--- src/core/hccs_pkg.sv ---
// package with offsets, field positions, reset values and timing counts
package hccs_pkg;
  localparam logic [7:0] HCCS_CMD_STATUS_OFS = 8'h08;
  localparam int HCCS_CTRL_RESET_BIT = 0;
  localparam int HCCS_CTRL_FILLED_BIT = 1;
  localparam int HCCS_BULK_FILLED_BIT = 2;
  localparam int HCCS_OWN_REQ_BIT = 3;
  localparam int HCCS_OVR_CNT_LSB = 16;
  localparam int HCCS_OVR_CNT_W = 2;
  localparam logic [31:0] HCCS_CMD_STATUS_RST = 32'h0000_0000;
  localparam logic [1:0] HCCS_OVR_CNT_RST = 2'h0;
  // controller reset must finish within this many nanoseconds
  localparam int HCCS_RESET_MAX_NS = 10000;
  localparam int HCCS_CLK_PERIOD_NS = 4;
  localparam int HCCS_RESET_CYCLES = HCCS_RESET_MAX_NS / HCCS_CLK_PERIOD_NS;
  localparam int HCCS_RST_CNT_W = 12;
endpackage

--- src/core/hccs_list_if.sv ---
// list processing handshake between the register bank and list trackers
`timescale 1ns/1ps
interface hccs_list_if;
  logic head;
  logic td_found;
  logic list_done;
  logic filled;
  logic clear_filled;
  logic set_filled;
  logic active;
  modport tracker (
    input head, input td_found, input list_done, input filled,
    output clear_filled, output set_filled, output active
  );
  modport bank (
    output head, output td_found, output list_done, output filled,
    input clear_filled, input set_filled, input active
  );
endinterface

--- src/core/hccs_cmd_status.sv ---
// command and status register of the full/low speed host controller
// Contract
// - two-bit overrun count starts at zero, steps per overrun, wraps
// - count steps even when the interrupt overrun flag is already set
// - ownership request set raises the ownership change event
// - after changeover the ownership request clears until next request
// - at bulk head skip if filled zero, else process and clear
// - bulk descriptor found sets filled again; zero at end stops
// - at control head skip if filled zero, else process and clear
// - control descriptor found sets filled again; zero at end stops
// - writing controller reset starts reset into the suspended state
// - software reset clears registers but keeps exceptions; no bus access
// - reset finishes within the time limit and clears the bit itself
// - controller reset does not reset root hub or drive port resets
// - writes set one bits, leave zero bits; reads return all bits
// - periodic list unfinished at frame end steps count and sets flag
`timescale 1ns/1ps
module hccs_cmd_status
  import hccs_pkg::*;
#(
  parameter int RESET_CYCLES = HCCS_RESET_CYCLES
)(
  input wire logic ref_clk,
  input wire logic sys_rst,
  input wire logic [7:0] reg_addr,
  input wire logic reg_wr,
  input wire logic reg_rd,
  input wire logic [31:0] reg_wdata,
  output logic [31:0] reg_rdata,
  input wire logic periodic_overrun,
  input wire logic bulk_head,
  input wire logic bulk_td_found,
  input wire logic bulk_done,
  input wire logic ctrl_head,
  input wire logic ctrl_td_found,
  input wire logic ctrl_done,
  input wire logic changeover_done,
  output logic bulk_active,
  output logic ctrl_active,
  output logic overrun_flag_set,
  output logic ownership_change_event_set,
  output logic sw_reset_active,
  output logic sw_reset_pulse,
  output logic enter_suspended_state,
  output logic host_bus_block
);
  typedef enum logic [1:0] {
    HCCS_IDLE = 2'b01,
    HCCS_RESET = 2'b10
  } hccs_state_t;

  hccs_state_t state_q;
  hccs_state_t state_d;
  logic [HCCS_RST_CNT_W-1:0] rst_cnt_q;
  logic [HCCS_RST_CNT_W-1:0] rst_cnt_d;
  logic [HCCS_OVR_CNT_W-1:0] ovr_cnt_q;
  logic [HCCS_OVR_CNT_W-1:0] ovr_cnt_d;
  logic ownership_change_request_q;
  logic ownership_change_request_d;
  logic bulk_list_filled_q;
  logic bulk_list_filled_d;
  logic control_list_filled_q;
  logic control_list_filled_d;
  logic [31:0] rdata_q;
  logic [31:0] rdata_d;
  logic [31:0] status_w;

  hccs_list_if bulk_if();
  hccs_list_if ctrl_if();

  function automatic logic wr_bit(input logic [31:0] d, input int pos);
    return d[pos];
  endfunction

  wire logic sel_w = (reg_addr == HCCS_CMD_STATUS_OFS);
  // bus writes are dropped while the software reset runs
  wire logic wr_w = reg_wr && sel_w && (state_q == HCCS_IDLE);
  wire logic rst_start_w = wr_w && wr_bit(reg_wdata, HCCS_CTRL_RESET_BIT);
  wire logic rst_end_w = (state_q == HCCS_RESET) &&
    (rst_cnt_q == HCCS_RST_CNT_W'(RESET_CYCLES - 1));
  wire logic in_reset_w = (state_q == HCCS_RESET);

  assign bulk_if.head = bulk_head && !in_reset_w;
  assign bulk_if.td_found = bulk_td_found && !in_reset_w;
  assign bulk_if.list_done = bulk_done || in_reset_w;
  assign bulk_if.filled = bulk_list_filled_q;
  assign ctrl_if.head = ctrl_head && !in_reset_w;
  assign ctrl_if.td_found = ctrl_td_found && !in_reset_w;
  assign ctrl_if.list_done = ctrl_done || in_reset_w;
  assign ctrl_if.filled = control_list_filled_q;

  hccs_list_track u_bulk (
    .ref_clk(ref_clk),
    .sys_rst(sys_rst),
    .lst(bulk_if)
  );
  hccs_list_track u_ctrl (
    .ref_clk(ref_clk),
    .sys_rst(sys_rst),
    .lst(ctrl_if)
  );

  always_comb begin
    state_d = state_q;
    rst_cnt_d = rst_cnt_q;
    unique case (state_q)
      HCCS_IDLE: begin
        rst_cnt_d = '0;
        if (rst_start_w) begin
          state_d = HCCS_RESET;
        end
      end
      HCCS_RESET: begin
        rst_cnt_d = rst_cnt_q + HCCS_RST_CNT_W'(1);
        if (rst_end_w) begin
          state_d = HCCS_IDLE;
        end
      end
      default: begin
        state_d = HCCS_IDLE;
      end
    endcase
  end

  always_ff @(posedge ref_clk) begin
    if (sys_rst) begin
      state_q <= HCCS_IDLE;
      rst_cnt_q <= '0;
    end else begin
      state_q <= state_d;
      rst_cnt_q <= rst_cnt_d;
    end
  end

  // next-value terms of the bank, one named wire each
  wire logic ovr_step_w = periodic_overrun;
  wire logic own_set_w = wr_w && wr_bit(reg_wdata, HCCS_OWN_REQ_BIT);
  wire logic own_clr_w = changeover_done;
  wire logic bulk_wr_w = wr_w && wr_bit(reg_wdata, HCCS_BULK_FILLED_BIT);
  wire logic bulk_set_w = bulk_wr_w || bulk_if.set_filled;
  wire logic bulk_clr_w = bulk_if.clear_filled;
  wire logic ctrl_wr_w = wr_w && wr_bit(reg_wdata, HCCS_CTRL_FILLED_BIT);
  wire logic ctrl_set_w = ctrl_wr_w || ctrl_if.set_filled;
  wire logic ctrl_clr_w = ctrl_if.clear_filled;
  wire logic rd_hit_w = reg_rd && sel_w;
  wire logic rd_miss_w = reg_rd && !sel_w;

  always_comb begin
    ovr_cnt_d = ovr_cnt_q;
    if (in_reset_w) begin
      ovr_cnt_d = HCCS_OVR_CNT_RST;
    end else if (ovr_step_w) begin
      ovr_cnt_d = ovr_cnt_q + HCCS_OVR_CNT_W'(1);
    end
  end

  always_ff @(posedge ref_clk) begin
    if (sys_rst) begin
      ovr_cnt_q <= HCCS_OVR_CNT_RST;
    end else begin
      ovr_cnt_q <= ovr_cnt_d;
    end
  end

  // cleared after changeover, new request wins
  always_comb begin
    ownership_change_request_d = ownership_change_request_q;
    if (in_reset_w) begin
      ownership_change_request_d = HCCS_CMD_STATUS_RST[HCCS_OWN_REQ_BIT];
    end else if (own_set_w) begin
      ownership_change_request_d = 1'b1;
    end else if (own_clr_w) begin
      ownership_change_request_d = 1'b0;
    end
  end

  always_ff @(posedge ref_clk) begin
    if (sys_rst) begin
      ownership_change_request_q <= HCCS_CMD_STATUS_RST[HCCS_OWN_REQ_BIT];
    end else begin
      ownership_change_request_q <= ownership_change_request_d;
    end
  end

  // bulk set by write or refill, set beats clear
  always_comb begin
    bulk_list_filled_d = bulk_list_filled_q;
    if (in_reset_w) begin
      bulk_list_filled_d = HCCS_CMD_STATUS_RST[HCCS_BULK_FILLED_BIT];
    end else if (bulk_set_w) begin
      bulk_list_filled_d = 1'b1;
    end else if (bulk_clr_w) begin
      bulk_list_filled_d = 1'b0;
    end
  end

  always_ff @(posedge ref_clk) begin
    if (sys_rst) begin
      bulk_list_filled_q <= HCCS_CMD_STATUS_RST[HCCS_BULK_FILLED_BIT];
    end else begin
      bulk_list_filled_q <= bulk_list_filled_d;
    end
  end

  // control set by write or refill, set beats clear
  always_comb begin
    control_list_filled_d = control_list_filled_q;
    if (in_reset_w) begin
      control_list_filled_d = HCCS_CMD_STATUS_RST[HCCS_CTRL_FILLED_BIT];
    end else if (ctrl_set_w) begin
      control_list_filled_d = 1'b1;
    end else if (ctrl_clr_w) begin
      control_list_filled_d = 1'b0;
    end
  end

  always_ff @(posedge ref_clk) begin
    if (sys_rst) begin
      control_list_filled_q <= HCCS_CMD_STATUS_RST[HCCS_CTRL_FILLED_BIT];
    end else begin
      control_list_filled_q <= control_list_filled_d;
    end
  end

  always_comb begin
    status_w = HCCS_CMD_STATUS_RST;
    status_w[HCCS_CTRL_RESET_BIT] = in_reset_w;
    status_w[HCCS_CTRL_FILLED_BIT] = control_list_filled_q;
    status_w[HCCS_BULK_FILLED_BIT] = bulk_list_filled_q;
    status_w[HCCS_OWN_REQ_BIT] = ownership_change_request_q;
    status_w[HCCS_OVR_CNT_LSB +: HCCS_OVR_CNT_W] = ovr_cnt_q;
  end

  // read data holds until the next read strobe
  always_comb begin
    rdata_d = rdata_q;
    if (rd_hit_w) begin
      rdata_d = status_w;
    end else if (rd_miss_w) begin
      rdata_d = 32'h0000_0000;
    end
  end

  always_ff @(posedge ref_clk) begin
    if (sys_rst) begin
      rdata_q <= HCCS_CMD_STATUS_RST;
    end else begin
      rdata_q <= rdata_d;
    end
  end
  assign reg_rdata = rdata_q;

  logic own_req_prev_q;
  always_ff @(posedge ref_clk) begin
    if (sys_rst) begin
      own_req_prev_q <= 1'b0;
    end else begin
      own_req_prev_q <= ownership_change_request_q;
    end
  end
  assign ownership_change_event_set =
    ownership_change_request_q && !own_req_prev_q;

  assign overrun_flag_set = periodic_overrun && !in_reset_w;

  // no root hub or port reset output exists
  assign sw_reset_active = in_reset_w;
  assign sw_reset_pulse = rst_start_w;
  assign enter_suspended_state = rst_end_w;
  assign host_bus_block = in_reset_w;
  assign bulk_active = bulk_if.active;
  assign ctrl_active = ctrl_if.active;
endmodule

--- src/core/hccs_list_track.sv ---
// tracks processing of one non-periodic list against its filled bit
`timescale 1ns/1ps
module hccs_list_track
  import hccs_pkg::*;
(
  input wire logic ref_clk,
  input wire logic sys_rst,
  hccs_list_if.tracker lst
);
  logic active_q;
  logic active_d;
  wire logic start_w = lst.head && lst.filled;
  assign lst.clear_filled = start_w;
  assign lst.set_filled = active_q && lst.td_found;
  always_comb begin
    active_d = active_q;
    if (start_w) begin
      active_d = 1'b1;
    end else if (lst.list_done) begin
      active_d = 1'b0;
    end
  end
  always_ff @(posedge ref_clk) begin
    if (sys_rst) begin
      active_q <= 1'b0;
    end else begin
      active_q <= active_d;
    end
  end
  assign lst.active = active_q;
endmodule

--- config.mk ---
export PLATFORM = sky130hd
export DESIGN_NAME = hccs_cmd_status
export DESIGN_NICKNAME = d
export VERILOG_FILES = /design/src/core/hccs_pkg.sv /design/src/core/hccs_list_if.sv /design/src/core/hccs_cmd_status.sv /design/src/core/hccs_list_track.sv
export SDC_FILE = /design/constraint.sdc
export NUM_CORES = 1
export LEC_CHECK = 0
export ABC_AREA = 1
export BUFFER_PORTS_ARGS = -buffer_cell sky130_fd_sc_hd__buf_2
export CAP_MARGIN = 20
export CORE_MARGIN = 2
export CORE_UTILIZATION = 46
export CTS_CLUSTER_DIAMETER = 200
export DETAILED_ROUTE_END_ITERATION = 6
export GPL_ROUTABILITY_DRIVEN = 1
export HOLD_SLACK_MARGIN = 0.08
export PLACE_DENSITY = 0.85
export SYNTH_ARGS = -nofsm -noshare
export SYNTH_HDL_FRONTEND = slang
export SYNTH_SLANG_ARGS = --single-unit
--- constraint.sdc ---
create_clock -name ref_clk -period 3.5 [get_ports ref_clk]
set_clock_uncertainty 0.05 [all_clocks]
set_input_delay 0.35 -clock ref_clk [delete_from_list [all_inputs] [get_ports ref_clk]]
set_output_delay 0.35 -clock ref_clk [all_outputs]
set_load 0.005 [all_outputs]
==> run metrics <==
pwr/cell area 338.6 mW/mm^2; CP Launch Point state_q[0]; GRT Residual Overflow 0; hold path endpoint ownership_change_request_q; Crit path required time 3100 ps; Mean Syn Cell Area 7.211 um^2; worst skew pair latency 330 ps; min cycle time layout 1909 ps; Worst Path Arrival 1510 ps; area grow syn2layout 11.82%; final hold vios 0; post-route clock period utilization 54.54%; initial antenna violation count 0; CP Cell Sequence inv_1 -> ha_1 -> inv_1 -> nor2_1 -> buf_2; FP Rows 20; via count 1,301; setup violators final 0; RR Startpoint state_q[0]; Initial DRC Count 20; TNS Setup 0 ps; Num CTS Buffers 3; I/O pin cnt 92; CTS tree yes; DRC Markers 0; FF-to-FF End rst_cnt_q[4]; hold_sp reg_wdata[3]; crit end category output pin; die area 0.003717 mm^2; final WL 2.656 mm; register area share after synthesis 37.55%; #FFs+latches synth 28; Tightest Hold Check Type input pin to register; share of layout cells above drive strength 1 20.82%; first-pass GRT wire length 4.022 mm; vias in the first global route 969; die width 60.97 um; Synth top area share 37.55%; Crit-path slowest cell dfxtp_1; Post-CTS Resized 0; Post-Syn Area 0.001493 mm^2; count of unique library cells instantiated by Yosys 23; Antenna Cells 0; Reg2Reg Depth 6; clock-pin slew on the worst setup and hold paths 150 ps; Slew HR 66.95%; Leakage 0.7987 nW; worst-margin pin slew 492.5 ps; Most common cell on crit path inv_1; status finished clean; post-CTS setup buffer count 0; maxcap violations 0; Avg Vias per Cell 4.502; CP Launch Type register; crit-path leading delay family buffers and inverters; GRT Util Overall 14.21%; die span in y 60.97 um; Hold Path Depth 3; hold buffer count at CTS 0; max frequency 0.5239 GHz; Initial Util 48.50%; GP Congestion 0.8211; RSZ-0062 raised after global routing false; H-tree levels 1; routed len/inst 9.190 um; Clock Sinks 28; Finished Layout Cells 289; clock tree buffer depth 2; Worst Path Max Fanout 8; post-route ant nets 0; first drt pass iteration count 4; port buffer count 37; Largest stage delay, worst path 340 ps; max-slew violation count 0; Crit Path Category register to output pin; clock root buffer clkbuf_4; nets 301; Core Area 0.003078 mm^2; Cells after Synth 207; placed instance count 285; largest net degree at the start of global routing 17; Worst VDD drop 0.1823 mV; synth warn 0; r2r setup slk 1720 ps; DPL Wire Length 2.128 mm; largest area contributor in the netlist dfxtp_1; WP buf/inv 3; Synth area leaders dfxtp_1 38%, buf_4 14%, nand2_1 10%
state kept, by name, summed over array words and instances, names as in the netlist:
register	flops
bulk_if.filled	1
control_list_filled_q	1
ovr_cnt_q	2
own_req_prev_q	1
ownership_change_request_q	1
reg_rdata	6
rst_cnt_q	12
state_q	2
u_bulk.lst.active	1
u_ctrl.lst.active	1
routing by layer:
layer / track usage [%] / up-vias / wire length, um / part of all wire [%]
met5: 0 / - / 0 / 0
met4: 7.453 / 0 / 51 / 1.9
met3: 1.279 / 5 / 156 / 5.9
met2: 21.20 / 57 / 1195 / 45
met1: 20.31 / 558 / 1253 / 47
li1: - / 681 / - / -
cells in the mapped netlist:
library cell  number
inv_1             26
dfxtp_1           28
o21ai_0            4
nor2_2             2
nor3_1             6
nand2_1           41
buf_4             28
o21ai_2            1
nand2_2            2
nor3b_1            2
a21oi_1           15
nor3_4             1
nor2_1            20
or2_2              1
conb_1             1
nand4_1            1
a31oi_1            3
nand3_1           16
nor2_4             2
nand3_2            1
o21ai_1            1
nand3b_1           2
ha_1               3
worst register-to-register path, stage by stage (launching register included):
cell and delay [ps]:
dfxtp_1 360, inv_1 60, ha_1 370, o21ai_1 450, inv_1 230, o21ai_0 130
nor3_1 60
per-stage QoR:
stage / util, % / setup WS (ps) / hold slack (ps) / instance area (um^2) / power [mW]
floorplan: - / 1963 / 370.8 / 1587 / 0.3660
global placement: 52.52 / 1720 / 378.3 / 1617 / 0.3598
detailed placement: 52.52 / 1741 / 385.7 / 1617 / 0.3605
CTS: 54.23 / 1582 / 198.7 / 1669 / 0.5668
global route: 54.23 / 1416 / 179.5 / 1669 / 0.5894
finish: 54.23 / 1591 / 197.3 / 1669 / 0.5652
layout by cell type, fill, tap and decap left out:
| cell | n |
|---|---|
| a21oi_1 | 15 |
| a31oi_1 | 3 |
| buf_2 | 37 |
| bufinv_16 | 1 |
| clkbuf_4 | 3 |
| conb_1 | 26 |
| dfxtp_1 | 28 |
| ha_1 | 3 |
| inv_1 | 26 |
| nand2_1 | 41 |
| nand2_2 | 2 |
| nand3_1 | 16 |
| nand3_2 | 1 |
| nand3b_1 | 2 |
| nand4_1 | 1 |
| nor2_1 | 20 |
| nor2_2 | 2 |
| nor2_4 | 2 |
| nor3_1 | 6 |
| nor3_4 | 1 |
| nor3b_1 | 2 |
| o21ai_0 | 4 |
| o21ai_1 | 1 |
| o21ai_2 | 1 |
| or2_2 | 1 |
report_power, final:
group	total, mW	switching (mW)	internal (mW)	leakage [nW]
Combinational	0.0322	0.0194	0.0128	0.545
Clock	0.211	0.0950	0.116	0.0279
Sequential	0.322	0.00144	0.321	0.226
area by class of cell:
cell class / instances / area, um^2
Multi-Input combinational cell: 150 / 718.2
Clock buffer: 3 / 22.52
Sequential cell: 28 / 560.5
Clock inverter: 1 / 30.03
Tap cell: 44 / 55.05
Timing Repair Buffer: 37 / 185.2
Inverter: 26 / 97.59
Fill cell: 317 / 1409
how the worst max path moves through the flow:
stage / endpoint / slack, ps / cells after the start
after floorplan: rst_cnt_q[10] / 1960 / 8
after global placement: rst_cnt_q[10] / 1720 / 6
after detailed placement: rst_cnt_q[4] / 1740 / 6
after CTS: enter_suspended_state / 1580 / 5
after global routing: enter_suspended_state / 1420 / 4
final: enter_suspended_state / 1590 / 5
cells by family (layout without fill, tap and decap cells):
kind of cell               count (synthesis)  after routing  share of synthesized area, %
other                                      1             26                        0.2512
adders and majority gates                  3              3                         2.515
and+or+nand+nor                           97             97                         30.51
buffers and inverters                     54             67                         20.62
DFF                                       28             28                         37.55
AOI/OAI and AO/OA                         24             24                         8.550
(Power assumes the default switching activity.)
